<file path="src/pkg/usb_iso_pkg.sv">
// constants, register map and state codes for the isolator port control
// assumes one 100 MHz clock and a 32-bit apb register port
package usb_iso_pkg;

	// clock and bit rates, in hertz
	localparam longint unsigned CLK_HZ = 64'h0000_0000_05f5_e100;
	localparam longint unsigned FS_BIT_HZ = 64'h0000_0000_00b7_1b00;
	localparam longint unsigned LS_BIT_HZ = 64'h0000_0000_0016_e360;

	// power-loss window, in bit times of the selected speed
	localparam longint unsigned LOSS_BIT_TIMES = 64'h0000_0000_0000_0020;

	// longest window in clock cycles, rounded down
	localparam longint unsigned LOSS_CYC_FS = (CLK_HZ * LOSS_BIT_TIMES) / FS_BIT_HZ;
	localparam longint unsigned LOSS_CYC_LS = (CLK_HZ * LOSS_BIT_TIMES) / LS_BIT_HZ;

	// cycles spent in synchroniser, timer lost-flag and output flops around the count
	localparam longint unsigned LOSS_LATENCY = 64'h0000_0000_0000_0004;

	// timer width and thresholds
	localparam int TMR_W = 12;
	localparam logic [TMR_W-1:0] LOSS_CYC_FS_C = TMR_W'(LOSS_CYC_FS);
	localparam logic [TMR_W-1:0] LOSS_CYC_LS_C = TMR_W'(LOSS_CYC_LS);
	localparam logic [TMR_W-1:0] LOSS_LIM_FS = TMR_W'(LOSS_CYC_FS - LOSS_LATENCY);
	localparam logic [TMR_W-1:0] LOSS_LIM_LS = TMR_W'(LOSS_CYC_LS - LOSS_LATENCY);

	// register offsets (byte addresses)
	localparam logic [7:0] CTRL_OFS = 8'h00;
	localparam logic [7:0] STATUS_OFS = 8'h04;

	// control register fields and reset value
	localparam int CTRL_HOLD_OFF = 0;
	localparam logic CTRL_HOLD_OFF_RST = 1'h0;

	// status register fields
	localparam int SB_UP_PWR = 0;
	localparam int SB_DOWN_PWR = 1;
	localparam int SB_UP_FS = 2;
	localparam int SB_DOWN_FS = 3;
	localparam int SB_MISMATCH = 4;
	localparam int SB_PIN_LEVEL = 5;
	localparam int SB_PULLUP = 6;
	localparam int SB_STATE_LO = 8;
	localparam int SB_UP_LINE_LO = 12;
	localparam int SB_DOWN_LINE_LO = 14;
	localparam int SB_UP_LOST = 16;
	localparam int SB_DOWN_LOST = 17;

	// port states, one-hot
	typedef enum logic [3:0] {
		ST_INIT = 4'h1,
		ST_DETACHED = 4'h2,
		ST_ATTACHED = 4'h4,
		ST_LOSS = 4'h8
	} link_state_t;

endpackage

</file>
<file path="src/core/power_loss_timer.sv">
// power-loss timer: counts cycles of lost supply and flags the loss
// assumes powered and fullSpeed are already synchronised to ref_clk
`timescale 1ns/100ps
`default_nettype none
module power_loss_timer (
	input wire logic ref_clk,
	input wire logic resetn,
	input wire logic powered,
	input wire logic fullSpeed,
	output logic lost
);

	logic [usb_iso_pkg::TMR_W-1:0] count;
	logic [usb_iso_pkg::TMR_W-1:0] next_count;
	logic [usb_iso_pkg::TMR_W-1:0] limit;
	logic next_lost;

	// window scales with the bit time of the selected speed
	assign limit = fullSpeed ? usb_iso_pkg::LOSS_LIM_FS : usb_iso_pkg::LOSS_LIM_LS;

	// short dips shorter than the window are ridden through
	always_comb begin
		next_count = count;
		next_lost = lost;
		if (powered) begin
			next_count = '0;
			next_lost = 1'b0;
		end else if (count >= limit) begin
			next_lost = 1'b1;
		end else begin
			next_count = count + 1'b1;
		end
	end

	always_ff @(posedge ref_clk) begin
		if (!resetn) begin
			count <= '0;
			lost <= 1'b0;
		end else begin
			count <= next_count;
			lost <= next_lost;
		end
	end
endmodule // power_loss_timer
`default_nettype wire

</file>
<file path="src/core/usb_iso_port_ctrl.sv">
// port control of a two-sided low/full speed usb isolator
// assumes pins and straps are asynchronous; drive requests come from
// forwarding logic on ref_clk; registers are reached over apb
//
// Functional notes
// - downstream speed strap selects downstream buffer speed
// - pull-up enable powers upstream pull-up
// - enable low: both pairs float, upstream detached
// - upstream power lost: downstream floats within 32 bits
// - downstream drivers start in high impedance
// - downstream power lost: upstream detaches within 32 bits
// - upstream speed strap selects upstream buffer speed
`timescale 1ns/100ps
`default_nettype none
module usb_iso_port_ctrl (
	input wire logic ref_clk,
	input wire logic resetn,
	input wire logic psel,
	input wire logic penable,
	input wire logic pwrite,
	input wire logic [7:0] paddr,
	input wire logic [31:0] pwdata,
	output logic [31:0] prdata,
	output logic pready,
	output logic pslverr,
	input wire logic upstreamPowerGood,
	input wire logic downstreamPowerGood,
	input wire logic upstreamSpeedStrap,
	input wire logic downstreamSpeedStrap,
	input wire logic pullupEnable,
	input wire logic upstreamDriveReq,
	input wire logic upstreamTxDp,
	input wire logic upstreamTxDm,
	input wire logic downstreamDriveReq,
	input wire logic downstreamTxDp,
	input wire logic downstreamTxDm,
	input wire logic upstreamDpIn,
	input wire logic upstreamDmIn,
	input wire logic downstreamDpIn,
	input wire logic downstreamDmIn,
	output logic upstreamDpOut,
	output logic upstreamDpOe,
	output logic upstreamDmOut,
	output logic upstreamDmOe,
	output logic downstreamDpOut,
	output logic downstreamDpOe,
	output logic downstreamDmOut,
	output logic downstreamDmOe,
	output logic upstreamPullup,
	output logic upstreamFullSpeed,
	output logic downstreamFullSpeed,
	output logic speedMismatch
);

	logic [8:0] rawIn;
	logic [8:0] syncMeta;
	logic [8:0] syncIn;
	logic upPwr;
	logic downPwr;
	logic upStrap;
	logic downStrap;
	logic pinLevel;
	logic [1:0] upLine;
	logic [1:0] downLine;
	logic upLost;
	logic downLost;
	usb_iso_pkg::link_state_t state;
	usb_iso_pkg::link_state_t next_state;
	logic holdOff;
	logic next_holdOff;
	logic [31:0] next_prdata;
	logic next_pready;
	logic next_pslverr;
	logic next_upDrive;
	logic next_downDrive;
	logic next_pullup;

	// every asynchronous input passes two flops before the port logic reads it; only the check helpers below read raw pins
	assign rawIn = {upstreamPowerGood, downstreamPowerGood, upstreamSpeedStrap,
		downstreamSpeedStrap, pullupEnable, upstreamDpIn, upstreamDmIn,
		downstreamDpIn, downstreamDmIn};

	always_ff @(posedge ref_clk) begin
		if (!resetn) begin
			syncMeta <= '0;
			syncIn <= '0;
		end else begin
			syncMeta <= rawIn;
			syncIn <= syncMeta;
		end
	end

	assign {upPwr, downPwr, upStrap, downStrap, pinLevel, upLine, downLine} = syncIn;

	// upstream loss is timed in downstream bit times and the reverse
	power_loss_timer upLossTimer (
		.ref_clk(ref_clk),
		.resetn(resetn),
		.powered(upPwr),
		.fullSpeed(downStrap),
		.lost(upLost)
	);

	power_loss_timer downLossTimer (
		.ref_clk(ref_clk),
		.resetn(resetn),
		.powered(downPwr),
		.fullSpeed(upStrap),
		.lost(downLost)
	);

	// port state: attach follows the enable pin unless software holds off
	always_comb begin
		next_state = state;
		unique case (state)
			usb_iso_pkg::ST_INIT: begin
				if (upPwr && downPwr) begin
					next_state = usb_iso_pkg::ST_DETACHED;
				end
			end
			usb_iso_pkg::ST_DETACHED: begin
				if (upLost || downLost) begin
					next_state = usb_iso_pkg::ST_LOSS;
				end else if (pinLevel && !holdOff) begin
					next_state = usb_iso_pkg::ST_ATTACHED;
				end
			end
			usb_iso_pkg::ST_ATTACHED: begin
				if (upLost || downLost) begin
					next_state = usb_iso_pkg::ST_LOSS;
				end else if (!pinLevel || holdOff) begin
					next_state = usb_iso_pkg::ST_DETACHED;
				end
			end
			usb_iso_pkg::ST_LOSS: begin
				// return only through detached, so attach is always re-timed
				if (upPwr && downPwr && !upLost && !downLost) begin
					next_state = usb_iso_pkg::ST_DETACHED;
				end
			end
			default: begin
				next_state = usb_iso_pkg::ST_INIT;
			end
		endcase
	end

	always_ff @(posedge ref_clk) begin
		if (!resetn) begin
			state <= usb_iso_pkg::ST_INIT;
		end else begin
			state <= next_state;
		end
	end

	// drivers and pull-up only while attached, decided from the next state
	// so a loss takes the pins off in the same edge as the state change
	always_comb begin
		next_pullup = (next_state == usb_iso_pkg::ST_ATTACHED);
		next_upDrive = next_pullup && upstreamDriveReq;
		next_downDrive = next_pullup && downstreamDriveReq;
	end

	always_ff @(posedge ref_clk) begin
		if (!resetn) begin
			upstreamPullup <= 1'b0;
			upstreamDpOe <= 1'b0;
			upstreamDmOe <= 1'b0;
			downstreamDpOe <= 1'b0;
			downstreamDmOe <= 1'b0;
			upstreamDpOut <= 1'b0;
			upstreamDmOut <= 1'b0;
			downstreamDpOut <= 1'b0;
			downstreamDmOut <= 1'b0;
		end else begin
			upstreamPullup <= next_pullup;
			upstreamDpOe <= next_upDrive;
			upstreamDmOe <= next_upDrive;
			downstreamDpOe <= next_downDrive;
			downstreamDmOe <= next_downDrive;
			upstreamDpOut <= upstreamTxDp;
			upstreamDmOut <= upstreamTxDm;
			downstreamDpOut <= downstreamTxDp;
			downstreamDmOut <= downstreamTxDm;
		end
	end

	// buffer speed selects; straps are static, a mismatch is only reported
	always_ff @(posedge ref_clk) begin
		if (!resetn) begin
			upstreamFullSpeed <= 1'b0;
			downstreamFullSpeed <= 1'b0;
			speedMismatch <= 1'b0;
		end else begin
			upstreamFullSpeed <= upStrap;
			downstreamFullSpeed <= downStrap;
			speedMismatch <= upStrap ^ downStrap;
		end
	end

	// apb slave with one wait state; writes land on the pready edge
	always_comb begin
		next_pready = psel && penable && !pready;
		next_pslverr = 1'b0;
		next_prdata = '0;
		next_holdOff = holdOff;
		if (psel && penable && !pready) begin
			if (paddr == usb_iso_pkg::CTRL_OFS) begin
				next_prdata[usb_iso_pkg::CTRL_HOLD_OFF] = holdOff;
			end else if (paddr == usb_iso_pkg::STATUS_OFS) begin
				next_prdata[usb_iso_pkg::SB_UP_PWR] = upPwr;
				next_prdata[usb_iso_pkg::SB_DOWN_PWR] = downPwr;
				next_prdata[usb_iso_pkg::SB_UP_FS] = upStrap;
				next_prdata[usb_iso_pkg::SB_DOWN_FS] = downStrap;
				next_prdata[usb_iso_pkg::SB_MISMATCH] = upStrap ^ downStrap;
				next_prdata[usb_iso_pkg::SB_PIN_LEVEL] = pinLevel;
				next_prdata[usb_iso_pkg::SB_PULLUP] = upstreamPullup;
				next_prdata[usb_iso_pkg::SB_STATE_LO +: 4] = state;
				next_prdata[usb_iso_pkg::SB_UP_LINE_LO +: 2] = upLine;
				next_prdata[usb_iso_pkg::SB_DOWN_LINE_LO +: 2] = downLine;
				next_prdata[usb_iso_pkg::SB_UP_LOST] = upLost;
				next_prdata[usb_iso_pkg::SB_DOWN_LOST] = downLost;
				next_pslverr = pwrite; // status is read-only
			end else begin
				next_pslverr = 1'b1; // unmapped
			end
		end
		if (psel && penable && pready && pwrite && paddr == usb_iso_pkg::CTRL_OFS) begin
			next_holdOff = pwdata[usb_iso_pkg::CTRL_HOLD_OFF];
		end
	end

	always_ff @(posedge ref_clk) begin
		if (!resetn) begin
			pready <= 1'b0;
			pslverr <= 1'b0;
			prdata <= '0;
			holdOff <= usb_iso_pkg::CTRL_HOLD_OFF_RST;
		end else begin
			pready <= next_pready;
			pslverr <= next_pslverr;
			prdata <= next_prdata;
			holdOff <= next_holdOff;
		end
	end

	// helper counters read only by the checks below
	logic [2:0] settleCnt;
	logic [usb_iso_pkg::TMR_W:0] upOffCnt;
	logic [usb_iso_pkg::TMR_W:0] downOffCnt;

	always_ff @(posedge ref_clk) begin
		if (!resetn) begin
			settleCnt <= '0;
			upOffCnt <= '0;
			downOffCnt <= '0;
		end else begin
			settleCnt <= (settleCnt == 3'h4) ? settleCnt : settleCnt + 3'h1;
			upOffCnt <= upstreamPowerGood ? '0 : (&upOffCnt ? upOffCnt : upOffCnt + 1'b1);
			downOffCnt <= downstreamPowerGood ? '0 :
				(&downOffCnt ? downOffCnt : downOffCnt + 1'b1);
		end
	end
endmodule // usb_iso_port_ctrl
`default_nettype wire

</file>
<file path="config.mk">
export PLATFORM = sky130hd
export DESIGN_NAME = usb_iso_port_ctrl
export DESIGN_NICKNAME = d
export VERILOG_FILES = /design/src/pkg/usb_iso_pkg.sv /design/src/core/power_loss_timer.sv /design/src/core/usb_iso_port_ctrl.sv
export SDC_FILE = /design/constraint.sdc
export NUM_CORES = 1
export LEC_CHECK = 0
export ABC_AREA = 1
export ABC_CLOCK_PERIOD_IN_PS = 4850
export BUFFER_PORTS_ARGS = -buffer_cell sky130_fd_sc_hd__buf_4
export CELL_PAD_IN_SITES_DETAIL_PLACEMENT = 1
export CELL_PAD_IN_SITES_GLOBAL_PLACEMENT = 1
export CORE_ASPECT_RATIO = 0.9
export CORE_UTILIZATION = 40
export DETAILED_ROUTE_END_ITERATION = 16
export PLACE_DENSITY = 0.82
export SETUP_SLACK_MARGIN = 0.5
export SYNTH_ARGS = -nofsm -noshare
export SYNTH_HDL_FRONTEND = slang
export SYNTH_SLANG_ARGS = --single-unit
</file>
<file path="constraint.sdc">
create_clock -name ref_clk -period 4.85 [get_ports ref_clk]
set_clock_uncertainty 0.1 [all_clocks]
set_input_delay 0.97 -clock ref_clk [delete_from_list [all_inputs] [get_ports ref_clk]]
set_output_delay 0.97 -clock ref_clk [all_outputs]
set_load 0.03 [all_outputs]
</file>
# Word level (Yosys, flattened, before mapping)
# Cells that the tools add are included.
[totals] latch_bits=0 in_bits=60 mem_count=0 regBits=93 output_inout_bits=46 rom_bits=0 ram_bits=0
[classes] add_sub_neg=2 eq_ne=6 div=0 shifts=0 n_reduce_logical=24 n_lt_le_gt_ge=2 n_mul=0 n_mux=12 bitwise_logic=4
[ops] operator="$add 12x1->12 const B" n=2
[ops] operator="$ge 12x12->1" n=2
[ops] operator="$mux 12" n=2
[ops] operator="$mux 4" n=6
[ops] operator="$pmux 4 s4" n=1
[ops] operator="$logic_and 1x1->1" n=11
[ops] operator="$eq 4x3->1 const B" n=2
[ops] operator="$eq 8x3->1 const B" n=1
[ops] operator="$logic_not 8->1" n=1
[ops] operator="$mux 7" n=1
[ops] operator="$logic_not 1->1" n=5
[ops] operator="$eq 4x1->1 const B" n=1
[ops] operator="$eq 4x2->1 const B" n=1
[ops] operator="$eq 4x4->1 const B" n=1
[ops] operator="$reduce_or 2->1" n=2
[ops] operator="$reduce_or 4->1" n=1
[ops] operator="$not 1->1" n=3
[ops] operator="$reduce_or 3->1" n=1
[ops] operator="$logic_or 1x1->1" n=2
[ops] operator="$mux 1" n=2
[ops] operator="$reduce_and 2->1" n=1
[ops] operator="$xor 1x1->1" n=1

# Depth between registers and ports, before layout
# Gate-level depths: netlist of run 1.
[logic_depth] depth_word=7 depth_mapped=13 ltp_nobuf=13

# By module
# Synthesis of run 1 repeated with hierarchy kept, for this count alone.
[unflattened] hier_cells=513 area_unflattened_um2=3696.0
[by_module_without_submodules] module="usb_iso_port_ctrl" instances=1 seq_area_each_um2=1041.0 cells_per_inst=229 area_each_um2=1859.3
[by_module_without_submodules] module="power_loss_timer" instances=2 seq_area_each_um2=260.2 cells_per_inst=142 area_each_um2=918.4

# Worst setup path after synthesis of run 1
# No wires, ideal clock.
[synth_timing] path_kind="input-to-reg" start="input port paddr[1]" end="register prdata[2]" slack_ns=2.905 arrival_ns=1.781 cell_stages=6 setup_time_ns=0.064 required_ns=4.686 path_cell_list="nor2_1 nand2_1 nor3b_1 nand2_2 buf_2 nor2_1"
[synth_via] elab_chain_cells=3 word_cells_on_any_way=4 classes_between="1 x eq/ne; 1 x bitwise; 2 x reduce/logical"
[synth_lines] item="from (decl)" line_no="usb_iso_port_ctrl.sv:21" text="input wire logic [7:0] paddr,"
[synth_lines] item="$eq 8x3->1" line_no="usb_iso_port_ctrl.sv:209" text="end else if (paddr == usb_iso_pkg::STATUS_OFS) begin"
[synth_lines] item="$not 1->1 (no source line)"
[synth_lines] item="$reduce_or 4->1 (no source line) *"
[synth_lines] item="to (signal assigned)" line_no="usb_iso_port_ctrl.sv:241" text="prdata <= next_prdata;"
[synth_lines] item="to (decl)" line_no="usb_iso_port_ctrl.sv:23" text="output logic [31:0] prdata,"
# Every way passes the cells marked *; elsewhere a longest branch is shown, timed or not.
# A chain may end at the register's enable or synchronous reset.

# Worst setup path after layout of run 1
[layout_timing] start="register syncIn[6]" end="register downLossTimer.count[1] (netlist bit)"
[layout_via] elab_chain_cells=2
[layout_lines] item="from (decl)" line_no="usb_iso_port_ctrl.sv:57" text="logic [8:0] syncIn;"
[layout_lines] item="from (signal assigned)" line_no="usb_iso_port_ctrl.sv:89" text="syncIn <= syncMeta;"
[layout_lines] item="$mux 12" line_no="power_loss_timer.sv:19" text="assign limit = fullSpeed ? usb_iso_pkg::LOSS_LIM_FS : usb_iso_pkg::LOSS_LIM_LS;"
[layout_lines] item="$ge 12x12->1" line_no="power_loss_timer.sv:28" text="end else if (count >= limit) begin"
[layout_lines] item="to (signal assigned)" line_no="power_loss_timer.sv:40" text="count <= next_count;"
[layout_lines] item="to (decl)" line_no="power_loss_timer.sv:13" text="logic [usb_iso_pkg::TMR_W-1:0] count;"
# Every way passes these cells.

==> results of run 1 <==
-- layer usage --
layer | vias up | track usage | part of all wire
li1 | 1644 | - | -
met4 | 0 | 0.07143 | 0.016
met2 | 62 | 0.3455 | 0.51
met1 | 1534 | 0.2176 | 0.44
met5 | - | 0 | 0
met3 | 15 | 0.03745 | 0.030
-- sequential cells by signal (all words and copies together) (netlist names), 4 cells and up --
signal               flops
state                    4
upLossTimer.count       12
syncMeta                 9
prdata                  17
downLossTimer.count     12
syncIn                   9
-- worst paths after layout --
path                                           start                             endpoint  slack (ps)  depth (start not counted)
worst max-delay path            syncIn[6]$_SDFF_PN0_  downLossTimer.count[1]$_SDFFE_PP0N_        2620                          9
worst min-delay path            syncIn[0]$_SDFF_PN0_                prdata[14]$_SDFF_PP0_         310                          2
worst max register to register  syncIn[6]$_SDFF_PN0_  downLossTimer.count[1]$_SDFFE_PP0N_        2620                          9
worst min register to register  syncIn[0]$_SDFF_PN0_                prdata[14]$_SDFF_PP0_         310                          2
-- worst max-delay path, cell delays in order (launching register included) --
cell	delay, ps
sky130_fd_sc_hd__dfxtp_1	540
sky130_fd_sc_hd__inv_1	200
sky130_fd_sc_hd__ha_1	330
sky130_fd_sc_hd__nand2_2	100
sky130_fd_sc_hd__nor2_4	50
sky130_fd_sc_hd__a21oi_4	410
sky130_fd_sc_hd__nand2_4	200
sky130_fd_sc_hd__inv_1	120
sky130_fd_sc_hd__nor2_1	50
sky130_fd_sc_hd__nor2_1	90
-- cell usage after synthesis (2+ instances only) --
library cell and n:
sky130_fd_sc_hd__a21oi_4 2, sky130_fd_sc_hd__buf_4 19, sky130_fd_sc_hd__nand2_1 113, sky130_fd_sc_hd__buf_2 2, sky130_fd_sc_hd__xor2_1 7, sky130_fd_sc_hd__o21ai_0 5
sky130_fd_sc_hd__o21ai_2 2, sky130_fd_sc_hd__nand3b_1 6, sky130_fd_sc_hd__xnor2_1 2, sky130_fd_sc_hd__nand2_4 4, sky130_fd_sc_hd__ha_1 16, sky130_fd_sc_hd__inv_1 72
sky130_fd_sc_hd__a21oi_1 24, sky130_fd_sc_hd__nor2_1 59, sky130_fd_sc_hd__dfxtp_1 78, sky130_fd_sc_hd__nor3_1 3, sky130_fd_sc_hd__a21oi_2 3, sky130_fd_sc_hd__buf_6 5
sky130_fd_sc_hd__nand4_1 9, sky130_fd_sc_hd__nor2_4 2, sky130_fd_sc_hd__o21ai_1 3, sky130_fd_sc_hd__clkbuf_1 2, sky130_fd_sc_hd__nand2_2 13, sky130_fd_sc_hd__and2_4 2
sky130_fd_sc_hd__nand3_1 37, sky130_fd_sc_hd__inv_2 6
-- power by group through the flow --
stage	Clock, µW	Combinational [µW]	Sequential, µW
after floorplan	0	75.4	685
after global placement	0	103	681
after detailed placement	0	107	682
after CTS	523	108	667
after global routing	546	120	669
final	505	106	667
-- stage by stage --
step,cells,setup slack (ps),hold WS [ps],utilization
5_1_grt,686,2495,333.4,0.4807
4_1_cts,686,2621,318.2,0.4807
2_1_floorplan,518,2905,290.5,-
3_3_place_gp,670,2493,294.6,0.4585
3_5_place_dp,670,2447,300.6,0.4585
6_report,686,2617,312.7,0.4807
-- final cells by class --
| cell class | count | area, µm² |
|---|---|---|
| repair buffers | 59 | 442.9 |
| fillers | 1179 | 4738 |
| flip-flops and latches | 78 | 1562 |
| clock inverters | 7 | 78.83 |
| multi-input cells | 332 | 1730 |
| clock buffers | 9 | 123.9 |
| well taps | 122 | 152.6 |
| inverters | 79 | 296.5 |
-- logic make-up (layout without fill, tap and decap cells) --
kind of cell | count (synthesis) | count (layout)
xor+xnor | 9 | 9
simple gates | 251 | 251
fa+ha+maj | 16 | 16
buf+inv | 108 | 154
other cells | 1 | 15
compound gates | 41 | 41
flops | 78 | 78
==> results.rst, run 1 <==
.. list-table::
   :header-rows: 1

   * - Metric
     - Value
   * - Multiplexer fraction of the synthesized cell area
     - 0
   * - Maximum number of pins on one net before global-route repair
     - 29
   * - Resized cells post-CTS
     - 0
   * - Endpoint type of the worst setup path
     - flip-flop
   * - Total track usage
     - 0.1889
   * - Sequential cell fraction of total power
     - 0.522
   * - Remaining global-route overflow
     - 0
   * - Total I/O pin count
     - 106
   * - Data required time of the worst path
     - 5050 ps
   * - Cell count after synthesis
     - 504
   * - Total via count in the routed design
     - 3255
   * - Area of the placeable core
     - 9125 µm²
   * - Routed length per placed instance
     - 12.52 µm
   * - Via count of the first global-routing pass
     - 3248
   * - Wire length of the first global-routing pass
     - 14760 µm
   * - Launching element type of the critical path
     - flip-flop
   * - Remaining number of nets flagged by the antenna check after routing
     - 0
   * - Buffer levels on the longest clock path
     - 2
   * - #FFs+latches synth
     - 78
   * - Ratio of final minimum period to clock period
     - 0.4604
   * - Number of vias per cell after detailed routing
     - 4.745
   * - Maximum Capacitance Violations
     - 0
   * - Leakage power summed over all cells
     - 0.002142 µW
   * - Dominant combinational cell family by area after synthesis
     - simple AND/OR/NAND/NOR gates
   * - First-pass DRT Iterations
     - 4
   * - Placed wire-length estimate
     - 6412 µm
   * - Yosys warning total
     - 0
   * - Synthesized-area fraction occupied by ao, oa, aoi and oai cells
     - 0.06667
   * - Most frequent standard cell in the layout excluding fill and tap cells
     - sky130_fd_sc_hd__nand2_1
   * - Maximum level of the CTS H-tree
     - 3
   * - Setup bufs post-CTS
     - 0
   * - Run status
     - complete, no violations
   * - Switching part of the total power
     - 0.2649
   * - Post-Synthesis Cell Area
     - 3772 µm²
   * - Startpoint-to-endpoint class of the critical path
     - flip-flop to flip-flop
   * - Die outline height
     - 94.13 µm
   * - Path type of the worst min-delay path
     - flip-flop to flip-flop
   * - Adder-cell share of the synthesized area
     - 0.05307
   * - Combinational Power Share
     - 0.083
   * - Clock sinks
     - 78
   * - Violation count after the first detailed-routing iteration
     - 66
   * - DIE WIDTH
     - 104.4 µm
   * - Number of enable-type register cells in the synthesized netlist
     - 0
   * - Most used flip-flop cell after synthesis
     - sky130_fd_sc_hd__dfxtp_1
   * - P_sw
     - 338.6 µW
   * - Final setup violation count
     - 0
   * - Commonest cells after routing, fill and taps aside
     - sky130_fd_sc_hd__nand2_1, sky130_fd_sc_hd__dfxtp_1, sky130_fd_sc_hd__inv_1
   * - Count of unresolved DRC violations after routing
     - 0
   * - Diodes inserted
     - 0
   * - Initial core utilization
     - 0.4134
   * - Layout cells sized above 1
     - 0.1968
   * - Netlist cell types
     - 34
   * - Leading post-synthesis cells by cell area
     - sky130_fd_sc_hd__dfxtp_1, sky130_fd_sc_hd__nand2_1, sky130_fd_sc_hd__inv_1
   * - Antenna violations before repair
     - 0
   * - Sequential fraction of the synthesis area
     - 0.4139
   * - Power density over cell area
     - 291.4 nW/µm²
   * - Setup repair after global routing missed its margin
     - no
   * - Clock Latency Late Sink
     - 360 ps
   * - Clock Pin Slew Worst Setup and Hold Paths
     - 80 ps
   * - Total length of routed wires
     - 8590 µm
   * - Final estimated routing congestion in global placement
     - 0.8168
   * - Area share of and/or/nand/nor cells after synthesis
     - 0.3032
   * - Internal Pwr Total
     - 939.7 µW
   * - Total power of the final layout
     - 1278 µW
   * - CTS buffer count
     - 9
   * - Area share of the leading cell type in the synthesized netlist
     - 0.4139
   * - Mean instance size in the synthesized netlist
     - 7.485 µm²
   * - Placed standard-cell area
     - 4184 µm²
   * - Die Outline Area
     - 9824 µm²
   * - Final net count
     - 635
   * - Arr. time, crit path
     - 2430 ps
   * - Clock network power share
     - 0.395
   * - Min Clock Period, post-route
     - 2233 ps
   * - Asr flop ratio synth
     - 0
   * - Fin Setup TNS
     - 0 ps
   * - # hold bufs at CTS
     - 0
   * - Core Rows
     - 33
   * - Highest net fanout along the worst path
     - 13
   * - XOR/XNOR Fraction of Synth Area
     - 0.02090
   * - Root Buffer
     - sky130_fd_sc_hd__clkbuf_8
   * - Final Max Slew Viols
     - 0
   * - Area overhead of the layout relative to synthesis
     - 16.29%
   * - Number of port buffers
     - 59
   * - Maximum vdd ir drop
     - 0.2283 mV
   * - Hold violation total from the final report
     - 0
   * - Highest Clock Rate
     - 0.4478 GHz
   * - TritonCTS clock tree
     - built
   * - Area of all placed cells without fillers
     - 4387 µm²
   * - Cell taking the most area after synthesis
     - sky130_fd_sc_hd__dfxtp_1
Note: power is estimated with default switching activity, not from simulation.
==> run 2, diff against run 1 <==
Settings changed: ABC_CLOCK_PERIOD_IN_PS 4850 to 2300, CORE_UTILIZATION 40 to 37, PLACE_DENSITY 0.82 to 0.77.
Clock period 4.85 ns to 2.3 ns, I/O delays scaled along.
==> results.rst, run 2 (same netlist as run 1, synthesis figures left out) <==
.. list-table::
   :header-rows: 1

   * - Metric
     - Value
   * - Routed metal-1 wire length
     - 4463 µm (+18%)
   * - Final setup violation count
     - 0 (unchanged)
   * - Top Metal Used
     - met4
   * - Remaining global-route overflow
     - 0 (unchanged)
   * - Data required time of the worst path
     - 2430 ps (-2620 ps)
   * - Clock Pin Slew Worst Setup and Hold Paths
     - 60 ps (-20 ps)
   * - Final net count
     - 656 (+3.3%)
   * - Final Core Density
     - 0.4962 (+0.01543)
   * - CTS buffer count
     - 9 (unchanged)
   * - Endpoint type of the worst setup path
     - flip-flop
   * - Routed met3 length
     - 464 µm (+83%)
   * - Area of all placed cells without fillers
     - 4855 µm² (+11%)
   * - Min Clock Period, post-route
     - 1839 ps (-393.6 ps)
   * - Setup repair after global routing missed its margin
     - yes
   * - Remaining number of nets flagged by the antenna check after routing
     - 0 (unchanged)
   * - Number of port buffers
     - 59 (unchanged)
   * - Launching element type of the critical path
     - flip-flop
   * - Path type of the worst min-delay path
     - primary input to flip-flop
   * - Sum of met2 wire segment lengths after detailed routing
     - 5267 µm (+19%)
   * - Maximum level of the CTS H-tree
     - 3 (unchanged)
   * - Ratio of final minimum period to clock period
     - 0.7997 (+0.3393)
   * - TritonCTS clock tree
     - built
   * - Maximum vdd ir drop
     - 0.3827 mV (+68%)
   * - Fin Setup TNS
     - 0 ps (unchanged)
   * - Area overhead of the layout relative to synthesis
     - 28.69%
   * - Hold violation total from the final report
     - 0 (unchanged)
   * - Startpoint-to-endpoint class of the critical path
     - flip-flop to flip-flop
   * - Placed wire-length estimate
     - 6646 µm (+3.7%)
   * - Leakage power summed over all cells
     - 0.002298 µW (+7.3%)
   * - Root Buffer
     - sky130_fd_sc_hd__clkbuf_16
   * - Largest registers in the final layout
     - prdata: 17 flops, downLossTimer.count: 12 flops, upLossTimer.count: 12 flops
   * - Routed length per placed instance
     - 14.63 µm (+17%)
   * - Wire length of the first global-routing pass
     - 16420 µm (+11%)
   * - DIE WIDTH
     - 108.4 µm (+3.9%)
   * - Maximum number of pins on one net before global-route repair
     - 28 (-3.4%)
   * - Via count of the first global-routing pass
     - 3487 (+7.4%)
   * - Most frequent standard cell in the layout excluding fill and tap cells
     - sky130_fd_sc_hd__nand2_1
   * - Final Max Slew Viols
     - 0 (unchanged)
   * - Area of the placeable core
     - 9784 µm² (+7.2%)
   * - Initial core utilization
     - 0.3855 (-0.02786)
   * - Total track usage
     - 0.1983 (+0.009486)
   * - # hold bufs at CTS
     - 0 (unchanged)
   * - Largest reg by FF count
     - prdata
   * - Commonest cells after routing, fill and taps aside
     - sky130_fd_sc_hd__nand2_1, sky130_fd_sc_hd__dfxtp_1, sky130_fd_sc_hd__buf_4
   * - Antenna violations before repair
     - 0 (unchanged)
   * - Register-to-register path setup slack
     - 460 ps (-2160 ps)
   * - Highest net fanout along the worst path
     - 8 (-5)
   * - Clock sinks
     - 78 (unchanged)
   * - Layout cells sized above 1
     - 0.2701 (+0.07328)
   * - Arr. time, crit path
     - 1970 ps (-460 ps)
   * - First-pass DRT Iterations
     - 4 (unchanged)
   * - Clock Latency Late Sink
     - 330 ps (-30 ps)
   * - Flip-flop count of the largest register after layout
     - 17 (unchanged)
   * - Diodes inserted
     - 0 (unchanged)
   * - Run status
     - complete, no violations
   * - Buffer levels on the longest clock path
     - 2 (unchanged)
   * - Number of vias per cell after detailed routing
     - 4.827 (+1.7%)
   * - Core Rows
     - 34 (+3.0%)
   * - Die Outline Area
     - 10600 µm² (+7.9%)
   * - Maximum Capacitance Violations
     - 0 (unchanged)
   * - Highest Clock Rate
     - 0.5437 GHz (+21%)
   * - Total I/O pin count
     - 106 (unchanged)
   * - Count of unresolved DRC violations after routing
     - 0 (unchanged)
   * - Violation count after the first detailed-routing iteration
     - 105 (+59%)
   * - Power density over cell area
     - 625.2 nW/µm² (+110%)
   * - Placed standard-cell area
     - 4247 µm² (+1.5%)
   * - Total via count in the routed design
     - 3432 (+5.4%)
   * - Final estimated routing congestion in global placement
     - 0.8224 (+0.69%)
   * - Die outline height
     - 97.79 µm (+3.9%)
   * - Total length of routed wires
     - 10400 µm (+21%)
-- run 2: cell count changes in the layout (fill, tap and decap cells not counted), sizes merged --
cell	before	now
buf	59	77
bufinv	1	0
clkinv	3	5
clkinvlp	0	1
inv	82	80
nand2	130	133
-- run 2: path summary, 6_finish.rpt --
check | startpoint | endpoint | cells after the start
worst max register to register | syncIn[6]$_SDFF_PN0_ | downLossTimer.count[0]$_SDFFE_PP0N_ | 9
worst min-delay path | downstreamDpIn | syncMeta[1]$_SDFF_PN0_ | 3
worst min register to register | syncIn[1]$_SDFF_PN0_ | prdata[15]$_SDFF_PP0_ | 2
worst max-delay path | syncIn[6]$_SDFF_PN0_ | downLossTimer.count[0]$_SDFFE_PP0N_ | 9
-- run 2: repair_timing --
item,in CTS,in global routing
resized for setup,13,29
setup buffers,6,6
endpoints found under the setup margin,26,26
cloned,3,0
pin swaps,4,17
-- run 2: report_power, final --
group	switching, µW	total, µW	internal [µW]
registers	24.3	1400	1380
clock network	611	1360	746
logic	174	273	99.3
-- run 2: worst max-delay path, stage by stage, from the launching register on --
cell and delay, ps:
sky130_fd_sc_hd__dfxtp_4 380, sky130_fd_sc_hd__ha_1 320, sky130_fd_sc_hd__a21oi_2 180, sky130_fd_sc_hd__o21ai_2 100, sky130_fd_sc_hd__a21oi_4 140, sky130_fd_sc_hd__buf_12 150, sky130_fd_sc_hd__buf_12 130, sky130_fd_sc_hd__nand3_1 90
sky130_fd_sc_hd__nand2_1 90, sky130_fd_sc_hd__nor2_1 50
-- run 2: through the flow --
stage | hold WS (ps) | instances | setup WS, ps | power (µW)
2_1_floorplan | 290.5 | 518 | 596.1 | 1604
3_3_place_gp | 294.1 | 680 | 234.5 | 1659
3_5_place_dp | 303.8 | 680 | 160.5 | 1672
4_1_cts | 202.7 | 705 | 485.5 | 3030
5_1_grt | 211.4 | 711 | 400.9 | 3150
6_report | 208.7 | 711 | 460.6 | 3035
-- run 2: layout make-up --
| cell class | count | area, µm² |
|---|---|---|
| flip-flops and latches | 78 | 1573 |
| clock inverters | 7 | 58.81 |
| well taps | 126 | 157.7 |
| repair buffers | 77 | 614.3 |
| fillers | 1246 | 4930 |
| clock buffers | 9 | 225.2 |
| inverters | 79 | 304.0 |
| multi-input cells | 335 | 1922 |
-- run 2: routing by layer --
metal | GRT usage | vias up
met1 | 0.2328 | 1645
met3 | 0.03872 | 17
met4 | 0.07900 | 0
met5 | 0 | -
li1 | - | 1697
met2 | 0.3505 | 73
